File: src/verilog/sbc_pkg.sv
/*
 * Shared constants and carrier types for the branch sequencer: register
 * offsets, field positions, reset values, state codes and instruction
 * layout. Assumes a 32-bit APB register bus and a 32-bit instruction
 * memory port.
 */
package sbc_pkg;
   // Register byte offsets
   localparam logic [7:0] SBC_OFS_IP = 8'h00;      // Instruction pointer
   localparam logic [7:0] SBC_OFS_SAVED = 8'h04;   // Saved pointer
   localparam logic [7:0] SBC_OFS_NEXT = 8'h08;    // next_address_reg
   localparam logic [7:0] SBC_OFS_STAT = 8'h0c;    // Sequencer status
   localparam logic [7:0] SBC_OFS_LOOP = 8'h10;    // loopback_ctrl_reg
   localparam logic [7:0] SBC_OFS_OCL = 8'h14;     // output_control_latch
   localparam logic [7:0] SBC_OFS_CTL0 = 8'h18;    // bus_ctrl_reg_zero
   localparam logic [7:0] SBC_OFS_BCL = 8'h1c;     // Control lines view
   localparam logic [7:0] SBC_OFS_BDL = 8'h20;     // Data lines view
   // Status bits
   localparam int SBC_ST_HALT = 0;                 // Sequencer halted
   localparam int SBC_ST_INT = 1;                  // Interrupt instruction
   localparam int SBC_ST_ILL = 2;                  // Illegal instruction
   localparam int SBC_ST_RUN = 3;                  // Sequencer running
   // Control bit positions
   localparam int SBC_LOOP_EN = 0;                 // Loopback enable
   localparam int SBC_CTL0_TGT = 0;                // Target mode
   // Output latch and line view bit positions
   localparam int SBC_SIG_IO = 0;
   localparam int SBC_SIG_CD = 1;
   localparam int SBC_SIG_MSG = 2;
   localparam int SBC_SIG_ATN = 3;
   localparam int SBC_SIG_SEL = 4;
   localparam int SBC_SIG_BSY = 5;
   localparam int SBC_SIG_ACK = 6;
   localparam int SBC_SIG_REQ = 7;
   // First instruction word layout
   localparam int SBC_F_TYPE = 30;                 // Two-bit class, low bit
   localparam int SBC_F_OPC = 27;                  // Three-bit opcode, low bit
   localparam int SBC_F_PHASE = 24;                // Three-bit phase, low bit
   localparam int SBC_F_TRUE = 19;                 // Jump if true
   localparam int SBC_F_CDATA = 18;                // Compare data
   localparam int SBC_F_CPHASE = 17;               // Compare phase
   localparam int SBC_F_WAIT = 16;                 // Wait for valid phase
   localparam logic [1:0] SBC_TYPE_XFER = 2'h2;    // Transfer control class
   // Opcodes
   localparam logic [2:0] SBC_OP_JUMP = 3'h0;
   localparam logic [2:0] SBC_OP_CALL = 3'h1;
   localparam logic [2:0] SBC_OP_RET = 3'h2;
   localparam logic [2:0] SBC_OP_INT = 3'h3;
   // Phase codes, bit order MSG, C/D, I/O
   localparam logic [2:0] SBC_PH_DOUT = 3'h0;
   localparam logic [2:0] SBC_PH_DIN = 3'h1;
   localparam logic [2:0] SBC_PH_CMD = 3'h2;
   localparam logic [2:0] SBC_PH_STAT = 3'h3;
   localparam logic [2:0] SBC_PH_MOUT = 3'h6;
   localparam logic [2:0] SBC_PH_MIN = 3'h7;
   // Pointer steps and reset values
   localparam logic [31:0] SBC_WORD_STEP = 32'h4;  // One word fetched
   localparam logic [31:0] SBC_IP_RST = 32'h0;
   localparam logic [7:0] SBC_OCL_RST = 8'h0;
   // Sequencer states, one-hot
   typedef enum logic [5:0] {
      SBC_S_IDLE = 6'b000001,
      SBC_S_F0 = 6'b000010,
      SBC_S_F1 = 6'b000100,
      SBC_S_EXEC = 6'b001000,
      SBC_S_WAIT = 6'b010000,
      SBC_S_HALT = 6'b100000
   } sbc_state_t;
   // Decoded compare fields
   typedef struct packed {
      logic [2:0] phase;
      logic jump_true;
      logic cmp_data;
      logic cmp_phase;
      logic [7:0] data;
   } sbc_cond_t;
   // Live bus lines seen by the sequencer
   typedef struct packed {
      logic [2:0] phase;
      logic req;
      logic atn;
      logic sel;
      logic bsy;
      logic ack;
      logic [7:0] data;
   } sbc_bus_t;
endpackage : sbc_pkg

File: src/verilog/sbc_cond_eval.sv
/*
 * Condition evaluator: latches phase and first data byte at each REQ
 * assertion and reports the branch decision. Assumes bus lines are
 * synchronous to mclk.
 */
`timescale 1ns/1ps
module sbc_cond_eval (
   // Clock and reset
   input wire logic mclk,
   input wire logic arst_n,
   // Bus and mode
   input sbc_pkg::sbc_bus_t bus,
   input wire logic target_mode,
   // Instruction condition
   input sbc_pkg::sbc_cond_t cond,
   // Results
   output logic req_evt,
   output logic taken
);
   import sbc_pkg::*;
   logic req_d_r;      // REQ one cycle ago
   logic [2:0] ph_r;   // Phase latched at REQ
   logic [7:0] byte_r; // First byte received
   logic evt_r;        // New REQ seen
   logic ph_hit;       // Phase comparison
   logic dt_hit;       // Data comparison

   // Latch phase and data on REQ assertion
   always_ff @(posedge mclk or negedge arst_n) begin
      if (!arst_n) begin
         req_d_r <= 1'b0;
         ph_r <= 3'h0;
         byte_r <= 8'h0;
         evt_r <= 1'b0;
      end else begin
         req_d_r <= bus.req;
         evt_r <= bus.req && !req_d_r;
         if (bus.req && !req_d_r) begin
            ph_r <= bus.phase;
            byte_r <= bus.data;
         end
      end
   end

   // Compare and apply branch sense
   always_comb begin
      // Target mode turns the phase test into an ATN test
      ph_hit = target_mode ? bus.atn : (ph_r == cond.phase);
      dt_hit = (byte_r == cond.data);
      if (cond.cmp_phase && cond.cmp_data) begin
         taken = cond.jump_true ? (ph_hit && dt_hit)
                                : (!ph_hit && !dt_hit);
      end else if (cond.cmp_phase) begin
         taken = (ph_hit == cond.jump_true);
      end else if (cond.cmp_data) begin
         taken = (dt_hit == cond.jump_true);
      end else begin
         // Nothing enabled: unconditional transfer
         taken = 1'b1;
      end
   end

   assign req_evt = evt_r;
endmodule : sbc_cond_eval

File: src/verilog/sbc_sequencer.sv
/*
 * Branch sequencer top: APB register file, instruction fetch loop,
 * transfer control execution, halt and restart, loopback drive.
 * Assumes a memory that holds address and request until it returns
 * one-cycle mem_ack with data, and bus lines synchronous to mclk.
 */
// Design decisions made here: the register offsets and the APB interface to the registers.
`timescale 1ns/1ps
module sbc_sequencer (
   // Clock and reset
   input wire logic mclk,
   input wire logic arst_n,
   // APB slave
   input wire logic psel,
   input wire logic penable,
   input wire logic pwrite,
   input wire logic [7:0] paddr,
   input wire logic [31:0] pwdata,
   output logic [31:0] prdata,
   output logic pready,
   output logic pslverr,
   // Instruction memory
   output logic mem_req,
   output logic [31:0] mem_addr,
   input wire logic mem_ack,
   input wire logic [31:0] mem_rdata,
   // Bus lines
   input sbc_pkg::sbc_bus_t bus,
   output logic [7:0] scsi_ctl_o,
   output logic [7:0] scsi_ctl_oe,
   // Host interrupt
   output logic irq_n
);
   import sbc_pkg::*;
   sbc_state_t st_r;      // Sequencer state
   sbc_state_t st_nxt;    // Next state
   logic [31:0] ip_r;     // Instruction pointer
   logic [31:0] saved_r;  // Saved pointer for call and return
   logic [31:0] next_r;   // Jump address or interrupt vector
   logic [31:0] w0_r;     // First instruction word
   logic int_r;           // Interrupt instruction flag
   logic ill_r;           // Illegal instruction flag
   logic irq_n_r;         // Interrupt line
   logic loop_r;          // Loopback enable
   logic tgt_r;           // Target mode
   logic [7:0] ocl_r;     // Output control latch
   logic [7:0] ctl_o_r;   // Driven control lines
   logic [7:0] ctl_oe_r;  // Control line enables
   logic mem_req_r;       // Fetch request
   logic pready_r;        // APB answer
   logic pslverr_r;       // APB error
   logic [31:0] prdata_r; // APB read data
   logic acc;             // APB access phase
   logic wr_done;         // Write taking effect
   logic ip_wr;           // Pointer written
   logic stat_wr;         // Status written
   logic mapped;          // Address decodes
   logic [31:0] rd_mux;   // Read value
   logic [2:0] opc;       // Opcode field
   logic legal;           // Legal transfer control
   logic decide;          // Branch decided this cycle
   logic taken;           // Condition met
   logic req_evt;         // New REQ seen
   logic do_int;          // Interrupt instruction fires
   logic do_ill;          // Illegal instruction fires
   sbc_cond_t cond;       // Decoded condition
   logic [7:0] bcl_view;  // Control lines as read
   logic [31:0] fetch_base_r; // Pointer at the first word of a fetch

   // Instruction decode
   assign opc = w0_r[SBC_F_OPC +: 3];
   assign legal = (w0_r[SBC_F_TYPE +: 2] == SBC_TYPE_XFER) && !opc[2];
   assign cond.phase = w0_r[SBC_F_PHASE +: 3];
   assign cond.jump_true = w0_r[SBC_F_TRUE];
   assign cond.cmp_data = w0_r[SBC_F_CDATA];
   assign cond.cmp_phase = w0_r[SBC_F_CPHASE];
   assign cond.data = w0_r[7:0];
   // Decide now, or after the next REQ when waiting for a phase
   assign decide = legal && ((st_r == SBC_S_EXEC && !w0_r[SBC_F_WAIT]) ||
                   (st_r == SBC_S_WAIT && req_evt));
   assign do_int = decide && taken && opc == SBC_OP_INT;
   assign do_ill = st_r == SBC_S_EXEC && !legal;

   sbc_cond_eval u_eval (
      .mclk(mclk),
      .arst_n(arst_n),
      .bus(bus),
      .target_mode(tgt_r),
      .cond(cond),
      .req_evt(req_evt),
      .taken(taken)
   );

   // APB decode; a write lands at the edge that samples pready
   assign acc = psel && penable;
   assign wr_done = acc && pready_r && pwrite && !pslverr_r;
   assign ip_wr = wr_done && paddr == SBC_OFS_IP;
   assign stat_wr = wr_done && paddr == SBC_OFS_STAT;
   assign bcl_view = {bus.req, bus.ack, bus.bsy, bus.sel, bus.atn,
                      bus.phase};

   // Read multiplexer
   always_comb begin
      mapped = 1'b1;
      rd_mux = 32'h0;
      case (paddr)
         SBC_OFS_IP: rd_mux = ip_r;
         SBC_OFS_SAVED: rd_mux = saved_r;
         SBC_OFS_NEXT: rd_mux = next_r;
         SBC_OFS_STAT: rd_mux = {28'h0, st_r != SBC_S_IDLE &&
                                 st_r != SBC_S_HALT, ill_r, int_r,
                                 st_r == SBC_S_HALT};
         SBC_OFS_LOOP: rd_mux = {31'h0, loop_r};
         SBC_OFS_OCL: rd_mux = {24'h0, ocl_r};
         SBC_OFS_CTL0: rd_mux = {31'h0, tgt_r};
         SBC_OFS_BCL: rd_mux = {24'h0, bcl_view};
         SBC_OFS_BDL: rd_mux = {24'h0, bus.data};
         default: mapped = 1'b0;
      endcase
   end

   // APB answer: one wait cycle, then pready for a single cycle
   always_ff @(posedge mclk or negedge arst_n) begin
      if (!arst_n) begin
         pready_r <= 1'b0;
         pslverr_r <= 1'b0;
         prdata_r <= 32'h0;
      end else if (acc && !pready_r) begin
         pready_r <= 1'b1;
         pslverr_r <= !mapped;
         prdata_r <= pwrite ? 32'h0 : rd_mux;
      end else begin
         pready_r <= 1'b0;
         pslverr_r <= 1'b0;
      end
   end

   // Software control registers
   always_ff @(posedge mclk or negedge arst_n) begin
      if (!arst_n) begin
         loop_r <= 1'b0;
         tgt_r <= 1'b0;
         ocl_r <= SBC_OCL_RST;
      end else if (wr_done) begin
         if (paddr == SBC_OFS_LOOP) loop_r <= pwdata[SBC_LOOP_EN];
         if (paddr == SBC_OFS_CTL0) tgt_r <= pwdata[SBC_CTL0_TGT];
         if (paddr == SBC_OFS_OCL) ocl_r <= pwdata[7:0];
      end
   end

   // Loopback: each set latch bit drives its control line high; clear bits leave their line undriven
   always_ff @(posedge mclk or negedge arst_n) begin
      if (!arst_n) begin
         ctl_o_r <= 8'h0;
         ctl_oe_r <= 8'h0;
      end else begin
         ctl_o_r <= loop_r ? ocl_r : 8'h0;
         ctl_oe_r <= loop_r ? ocl_r : 8'h0;
      end
   end

   // Next state of the fetch and execute loop
   always_comb begin
      st_nxt = st_r;
      case (st_r)
         SBC_S_IDLE: st_nxt = st_r;
         SBC_S_F0: if (mem_ack) st_nxt = SBC_S_F1;
         SBC_S_F1: if (mem_ack) st_nxt = SBC_S_EXEC;
         SBC_S_EXEC: begin
            if (do_ill) st_nxt = SBC_S_HALT;
            else if (w0_r[SBC_F_WAIT]) st_nxt = SBC_S_WAIT;
            else if (do_int) st_nxt = SBC_S_HALT;
            else st_nxt = SBC_S_F0;
         end
         SBC_S_WAIT: begin
            if (do_int) st_nxt = SBC_S_HALT;
            else if (req_evt) st_nxt = SBC_S_F0;
         end
         SBC_S_HALT: st_nxt = st_r;
         default: st_nxt = SBC_S_IDLE;
      endcase
      // Pointer write starts or restarts fetching
      if (ip_wr) st_nxt = SBC_S_F0;
   end

   // State and fetch request
   always_ff @(posedge mclk or negedge arst_n) begin
      if (!arst_n) begin
         st_r <= SBC_S_IDLE;
         mem_req_r <= 1'b0;
      end else begin
         st_r <= st_nxt;
         mem_req_r <= st_nxt == SBC_S_F0 || st_nxt == SBC_S_F1;
      end
   end

   // Instruction words
   always_ff @(posedge mclk or negedge arst_n) begin
      if (!arst_n) begin
         w0_r <= 32'h0;
         next_r <= 32'h0;
      end else if (mem_ack && st_r == SBC_S_F0) begin
         w0_r <= mem_rdata;
      end else if (mem_ack && st_r == SBC_S_F1) begin
         next_r <= mem_rdata; // Jump address or vector
      end
   end

   // Instruction pointer: four per word, eight per instruction
   always_ff @(posedge mclk or negedge arst_n) begin
      if (!arst_n) begin
         ip_r <= SBC_IP_RST;
      end else if (ip_wr) begin
         ip_r <= pwdata;
      end else if (mem_ack && (st_r == SBC_S_F0 || st_r == SBC_S_F1)) begin
         ip_r <= ip_r + SBC_WORD_STEP;
      end else if (decide && taken) begin
         case (opc)
            SBC_OP_JUMP: ip_r <= next_r;
            SBC_OP_CALL: ip_r <= next_r;
            SBC_OP_RET: ip_r <= saved_r;
            default: ip_r <= ip_r;
         endcase
      end
   end

   // Saved pointer for call
   always_ff @(posedge mclk or negedge arst_n) begin
      if (!arst_n) begin
         saved_r <= SBC_IP_RST;
      end else if (decide && taken && opc == SBC_OP_CALL) begin
         saved_r <= ip_r;
      end
   end

   // Interrupt flags and line; a new event wins over a clear
   always_ff @(posedge mclk or negedge arst_n) begin
      if (!arst_n) begin
         int_r <= 1'b0;
         ill_r <= 1'b0;
         irq_n_r <= 1'b1;
      end else begin
         if (do_int) int_r <= 1'b1;
         else if (stat_wr && pwdata[SBC_ST_INT]) int_r <= 1'b0;
         if (do_ill) ill_r <= 1'b1;
         else if (stat_wr && pwdata[SBC_ST_ILL]) ill_r <= 1'b0;
         if (do_int || do_ill) irq_n_r <= 1'b0;
         else if (ip_wr || stat_wr) irq_n_r <= 1'b1;
      end
   end

   assign prdata = prdata_r;
   assign pready = pready_r;
   assign pslverr = pslverr_r;
   assign mem_req = mem_req_r;
   assign mem_addr = ip_r;
   assign scsi_ctl_o = ctl_o_r;
   assign scsi_ctl_oe = ctl_oe_r;
   assign irq_n = irq_n_r;

   // Pointer at the first word of the fetch under way, for the step check
   always_ff @(posedge mclk or negedge arst_n) begin
      if (!arst_n) begin
         fetch_base_r <= SBC_IP_RST;
      end else if (mem_ack && st_r == SBC_S_F0) begin
         fetch_base_r <= ip_r;
      end
   end
endmodule : sbc_sequencer

File: config.mk
export PLATFORM = sky130hd
export DESIGN_NAME = sbc_sequencer
export DESIGN_NICKNAME = d
export VERILOG_FILES = /design/src/verilog/sbc_pkg.sv /design/src/verilog/sbc_cond_eval.sv /design/src/verilog/sbc_sequencer.sv
export SDC_FILE = /design/constraint.sdc
export NUM_CORES = 1
export LEC_CHECK = 0
export ABC_AREA = 1
export BUFFER_PORTS_ARGS = -buffer_cell sky130_fd_sc_hd__buf_4
export CORE_MARGIN = 1.5
export CORE_UTILIZATION = 50
export CTS_BUF_LIST = sky130_fd_sc_hd__clkbuf_4 sky130_fd_sc_hd__clkbuf_8 sky130_fd_sc_hd__clkbuf_16
export CTS_CLUSTER_SIZE = 30
export DETAILED_ROUTE_END_ITERATION = 10
export GPL_ROUTABILITY_DRIVEN = 0
export PLACE_DENSITY = 0.73
export SYNTH_ARGS = -nofsm -noshare
export SYNTH_HDL_FRONTEND = slang
export SYNTH_SLANG_ARGS = --single-unit
export TNS_END_PERCENT = 100
File: constraint.sdc
create_clock -name mclk -period 2.15 [get_ports mclk]
set_clock_uncertainty 0.05 [all_clocks]
set_input_delay 0.43 -clock mclk [delete_from_list [all_inputs] [get_ports mclk]]
set_output_delay 0.43 -clock mclk [all_outputs]
set_load 0.005 [all_outputs]
# [Word level (Yosys, flattened, before mapping)]
# Index checks and enable logic that the tools add are counted.
[totals] reg_bits=203 out_inout_bits=84 word_cells=132
[op_classes] addsub=1 n_eq_ne=26 n_mux=30 n_bitwise=1 n_reduce_logical=54
[op_table] operator="case mux 32 bit (9 select lines)" n=1
[op_table] operator="2-to-1 mux 32 bit" n=4
[op_table] operator="case mux 32 bit (2 select lines)" n=1
[op_table] operator="2-to-1 mux 6 bit" n=8
[op_table] operator="adder 32 x 3 -> 32 bit, second input constant" n=1
[op_table] operator="equality test 8 x 5 -> 1 bit, second input constant" n=4
[op_table] operator="case mux 6 bit (5 select lines)" n=1
[op_table] operator="logical AND 1 bit" n=25
[op_table] operator="equality test 8 x 4 -> 1 bit, second input constant" n=2
[op_table] operator="2-to-1 mux 1 bit" n=14
[op_table] operator="equality test 6 x 2 -> 1 bit, second input constant" n=2
[op_table] operator="equality test 6 x 3 -> 1 bit, second input constant" n=2
[op_table] operator="AND reduction 2 bit" n=5
[op_table] operator="logical NOT 1 bit" n=9
[op_table] operator="OR reduction 9 bit" n=1
[op_table] operator="equality test 8 x 3 -> 1 bit, second input constant" n=1
[op_table] operator="equality test 8 x 6 -> 1 bit, second input constant" n=1
[op_table] operator="equality test 8 bit" n=1
[op_table] operator="logical NOT 8 bit" n=1
[op_table] operator="2-to-1 mux 8 bit" n=1
[op_table] operator="equality test 3 x 2 -> 1 bit, second input constant" n=2
[op_table] operator="equality test 6 x 1 -> 1 bit, second input constant" n=1
[op_table] operator="equality test 6 x 4 -> 1 bit, second input constant" n=1
[op_table] operator="equality test 6 x 5 -> 1 bit, second input constant" n=1
[op_table] operator="other kinds (14)" n=22

# [Longest topological paths before layout]
[logic_depth] depth_word=15 mapped_depth=15

# [Hierarchy]
# From an unflattened synthesis, not the netlist that was laid out.
[hier_totals] cells_unflattened=1457 hier_area_um2=10507.6
[modules_own_cells] module="sbc_sequencer" instances=1 cells_per_inst=1352 area_each_um2=9798.1 seq_area_each_um2=4456.8
[modules_own_cells] module="sbc_cond_eval" instances=1 cells_per_inst=105 area_each_um2=709.4 seq_area_each_um2=325.3

# [Worst setup path after synthesis]
# No wires, ideal clock.
[synth_timing] kind="reg2reg" startpoint="register ip_r[2], in the netlist mem_addr[2]" endpoint="register ip_r[20], in the netlist mem_addr[20]" arrival_time_ns=1.702 required_ns=1.979 slack_ns=0.277 path_stages_with_launch=12 cell_sequence="dfrtp_1 ha_1 nand3_1 nor3_2 nand2_1 nor2_1 nand2_1 xor2_1 nand2_1 nand2_1 o21ai_0 o21ai_1"
[synth_between] elab_chain_cells=3
[synth_lines] item="from (decl)" line_no="sbc_sequencer.sv:37" rtl="logic [31:0] ip_r;"
[synth_lines] item="from (signal assigned)" line_no="sbc_sequencer.sv:214" rtl="ip_r <= pwdata;"
[synth_lines] item="from (signal assigned)" line_no="sbc_sequencer.sv:216" rtl="ip_r <= ip_r + SBC_WORD_STEP;"
[synth_lines] item="from (signal assigned)" line_no="sbc_sequencer.sv:219" rtl="SBC_OP_JUMP: ip_r <= next_r;"
[synth_lines] item="adder 32 x 3 -> 32 bit" line_no="sbc_sequencer.sv:216"
[synth_lines] item="2-to-1 mux 32 bit" line_no="sbc_sequencer.sv:215" rtl="end else if (mem_ack && (st_r == SBC_S_F0 || st_r == SBC_S_F1)) begin"
[synth_lines] item="2-to-1 mux 32 bit" line_no="sbc_sequencer.sv:213" rtl="end else if (ip_wr) begin"
# Every way passes these cells.
# A chain may end at the register's enable or synchronous reset.

# [Final worst setup path]
[layout_timing] startpoint="register st_r[5]" endpoint="register ip_r[15], in the netlist mem_addr[15]"
[layout_between] elab_chain_cells=7 elab_cells_between_ends=16 classes_between="eq/ne: 4; mux: 2; reduce/logical: 10"
[layout_lines] item="from (decl)" line_no="sbc_sequencer.sv:35" rtl="sbc_state_t st_r;"
[layout_lines] item="from (signal assigned)" line_no="sbc_sequencer.sv:192" rtl="st_r <= st_nxt;"
[layout_lines] item="equality test 6 x 4 -> 1 bit or equality test 6 x 5 -> 1 bit (tied branches)" line_no="sbc_sequencer.sv:79, sbc_sequencer.sv:80"
[layout_lines] item="logical AND 1 bit (on tied branches)" line_no="sbc_sequencer.sv:79, sbc_sequencer.sv:80"
[layout_lines] item="logical OR 1 bit" line_no="sbc_sequencer.sv:79" rtl="assign decide = legal && ((st_r == SBC_S_EXEC && !w0_r[SBC_F_WAIT]) ||"
[layout_lines] item="logical AND 1 bit" line_no="sbc_sequencer.sv:79"
[layout_lines] item="logical AND 1 bit" line_no="sbc_sequencer.sv:217" rtl="end else if (decide && taken) begin"
[layout_lines] item="nonzero test 3 bit (no source line)"
[layout_lines] item="AND reduction 2 bit (no source line)"
[layout_lines] item="to (signal assigned)" line_no="sbc_sequencer.sv:216"
[layout_lines] item="to (signal assigned)" line_no="sbc_sequencer.sv:219"
[layout_lines] item="to (signal assigned)" line_no="sbc_sequencer.sv:220" rtl="SBC_OP_CALL: ip_r <= next_r;"
# Parallel ways exist; a longest one is shown, timed or not.

==> impl_metrics.json <==
{
  "layout_setup_ws_ns": 0.111,
  "fin_tns_setup_ns": 0,
  "yosysWarnings": 0,
  "crit_type": "flop to flop",
  "crit_fanout": 8,
  "drtIter0Drc": 1205,
  "dpl.hpwl_um": 23700,
  "fin_crit_ns": 2.04,
  "worstHoldPathType": "input port to flop",
  "start_util_pct": 51.2,
  "grt_pass1_vias": 9082,
  "async_flop_share_pct": 100,
  "maxSlewViolCount": 0,
  "crit_path_start_kind": "flop",
  "worst_pin_slew_ns": 0.629,
  "fin_crit_sh_pct": 94.8,
  "synth-edff-count": 0,
  "ys_seq_elements": 191,
  "cts.sinks": 191,
  "grt_max_degree": 65,
  "dr.pass1.iters": 7,
  "syn-instance-count": 1332,
  "yosysTopAreaCellShare_pct": 47.1,
  "fp.dieH_um": 145,
  "fp.dieArea_um2": 20900,
  "ir_worst_vdd_uv": 543,
  "syn_area_um2": 10000,
  "placementRows": 51,
  "leakagePower_nw": 6.44,
  "final_area_um2": 12700,
  "syn_to_final_growth_pct": 26.3,
  "viasPerCell": 5.58,
  "wl_per_cell_um": 18.2,
  "synth.yosys.seq_area_share_pct": 47.6,
  "cts_buffers": 17,
  "gr-total-overflow": 0,
  "final_core_util_pct": 64.7,
  "synth_cell_types": 46,
  "drive_gt1_share_pct": 19.8,
  "holdWs_ns": 0.0575,
  "fp.dieW_um": 145,
  "status": "complete, no violations",
  "n_antenna_cell": 0,
  "regArea_um2": 4780,
  "final_hold_viol_count": 0,
  "clk_pin_slew_ns": 0.07,
  "netlist_top_cells_area": "dfrtp_1 47%, nand2_1 15%, o21ai_0 8.3%",
  "grt_pass1_wl_um": 50000,
  "synth_most_common_cell": "nand2_1",
  "critPathArrivalTime_ns": 2.32,
  "synth-main-ff-cell": "dfrtp_1",
  "grt_usage_pct": 31.8,
  "htreeDepth": 4,
  "route.detailed.drc": 0,
  "clockBufferDepth": 2,
  "end_kind": "flop",
  "setup_viol": 0,
  "place.port_buffers": 177,
  "synth.avg_cell_area_um2": 7.54,
  "vias": 10037,
  "crit_required_ns": 2.43,
  "finalWirelength_um": 32800,
  "place_area_um2": 12000,
  "post-synth-top-area-cell": "dfrtp_1",
  "pre_cts_ws_ns": -0.0918,
  "cts_root_buf": "clkbuf_16",
  "antenna_found_initial": 0,
  "nFillCells": 1726,
  "io_pins": 178,
  "core-area_um2": 19600,
  "synth_nets": 1427,
  "fmax_mhz": 490,
  "multi_input_area_um2": 4340,
  "netlist_top_cells_count": "393 x nand2_1, 189 x dfrtp_1, 169 x inv_1, 167 x o21ai_0, 101 x nor2_1",
  "relSlewSlack_pct": 58.1,
  "p_per_area_nw_per_um2": 614,
  "maxCapViolCount": 0,
  "nets": 1617,
  "drtAntennaViolNets": 0,
  "cts_tree": "yes",
  "insertion_delay_ns": 0.44
}
report_power, final:
group          total, mW  switching [mW]  internal (mW)  leakage (nW)
Clock               3.39            1.41           1.98         0.310
Combinational      0.642           0.374          0.268          3.72
Sequential          3.74          0.0593           3.68          2.41
Total               7.78            1.85           5.93          6.44
critical path, stage by stage, from the launching register on:
cell and delay, ns:
dfrtp_1 0.45, nor2_4 0.17, nand4_1 0.19, nand2_1 0.12
nand2_2 0.14, buf_4 0.22, o211ai_1 0.22, o211ai_1 0.19
o211ai_1 0.12, nand2_1 0.06
repair_timing:
action	in CTS	in global routing
buffers inserted	0	1
gates resized for setup	1	11
pin swaps	0	2
hold buffers	1	0
endpoints found under the setup margin	4	28
endpoints found under the hold margin	35	0
cell families (layout without fill, tap and decap cells):
logic type	Yosys count	in the layout	share of synthesized area, %
AOI/OAI and AO/OA	288	288	15.9
xor gates and xnor gates	26	26	2.27
adders and majority gates	1	1	0.125
buffers and inverters	238	440	9.54
DFF	191	191	47.6
muxes	9	9	1.01
and+or+nand+nor	579	579	23.5
metal layers:
layer	global-route usage, %	vias up	wire length (µm)
met4	10.7	0	848
li1	-	4663	-
met2	45.2	561	14100
met5	0	-	0
met3	6.78	52	3490
met1	48.0	4761	14300
sequential cells by signal, indices dropped and copies added (netlist names):
signal,flops
scsi_ctl_oe,8
loop_r,1
w0_r,20
pready,1
int_r,1
ocl_r,8
st_r,6
ill_r,1
prdata,32
u_eval.byte_r,8
u_eval.req_evt,1
pslverr,1
irq_n,1
u_eval.req_d_r,1
mem_req,1
next_r,32
saved_r,32
u_eval.ph_r,3
tgt_r,1
mem_addr,32
stage by stage:
stage / total power, mW / instances
finish: 7.78 / 1799
floorplan: 4.06 / 1332
detailed placement: 4.44 / 1766
global placement: 4.42 / 1766
CTS: 7.78 / 1798
global route: 8.00 / 1799
final timing paths:
check	start	to	slack, ns	cells after the start
hold reg to reg	pready$_DFF_PN0_	pready$_DFF_PN0_	0.42	1
max in group asynchronous	arst_n	mem_addr[3]$_DFFE_PN0P_	0.95	3
min in group asynchronous	arst_n	u_eval.byte_r[6]$_DFFE_PN0P_	0.44	2
setup reg to reg	st_r[5]$_DFF_PN0_	mem_addr[15]$_DFFE_PN0P_	0.11	9
setup / recovery	st_r[5]$_DFF_PN0_	mem_addr[15]$_DFFE_PN0P_	0.11	9
hold / removal	bus[12]	u_eval.req_d_r$_DFF_PN0_	0.06	1
layout make-up:
cell class,count,share of cell area [%]
multi-input combinational,903,34.2
sequential,191,37.8
timing repair buffer,234,15.2
clock inverter,8,1.03
inverter,175,5.24
tap,265,2.62
clock buffer,23,3.91
placed cells by master (no fill, tap or decap), drive strengths merged, types with 4 or more instances in the layout:
cell type  instances
nand2            397
nor3              21
clkinv             8
nand3             34
o221ai             5
nand4             16
xor2              22
a31oi              5
xnor2              4
clkbuf            24
o21ai            178
dfrtp            189
nor2             104
buf              232
mux2               9
a21oi             45
o211ai            15
inv              172
o22ai             31
Note: power is estimated with default switching activity, not from simulation.
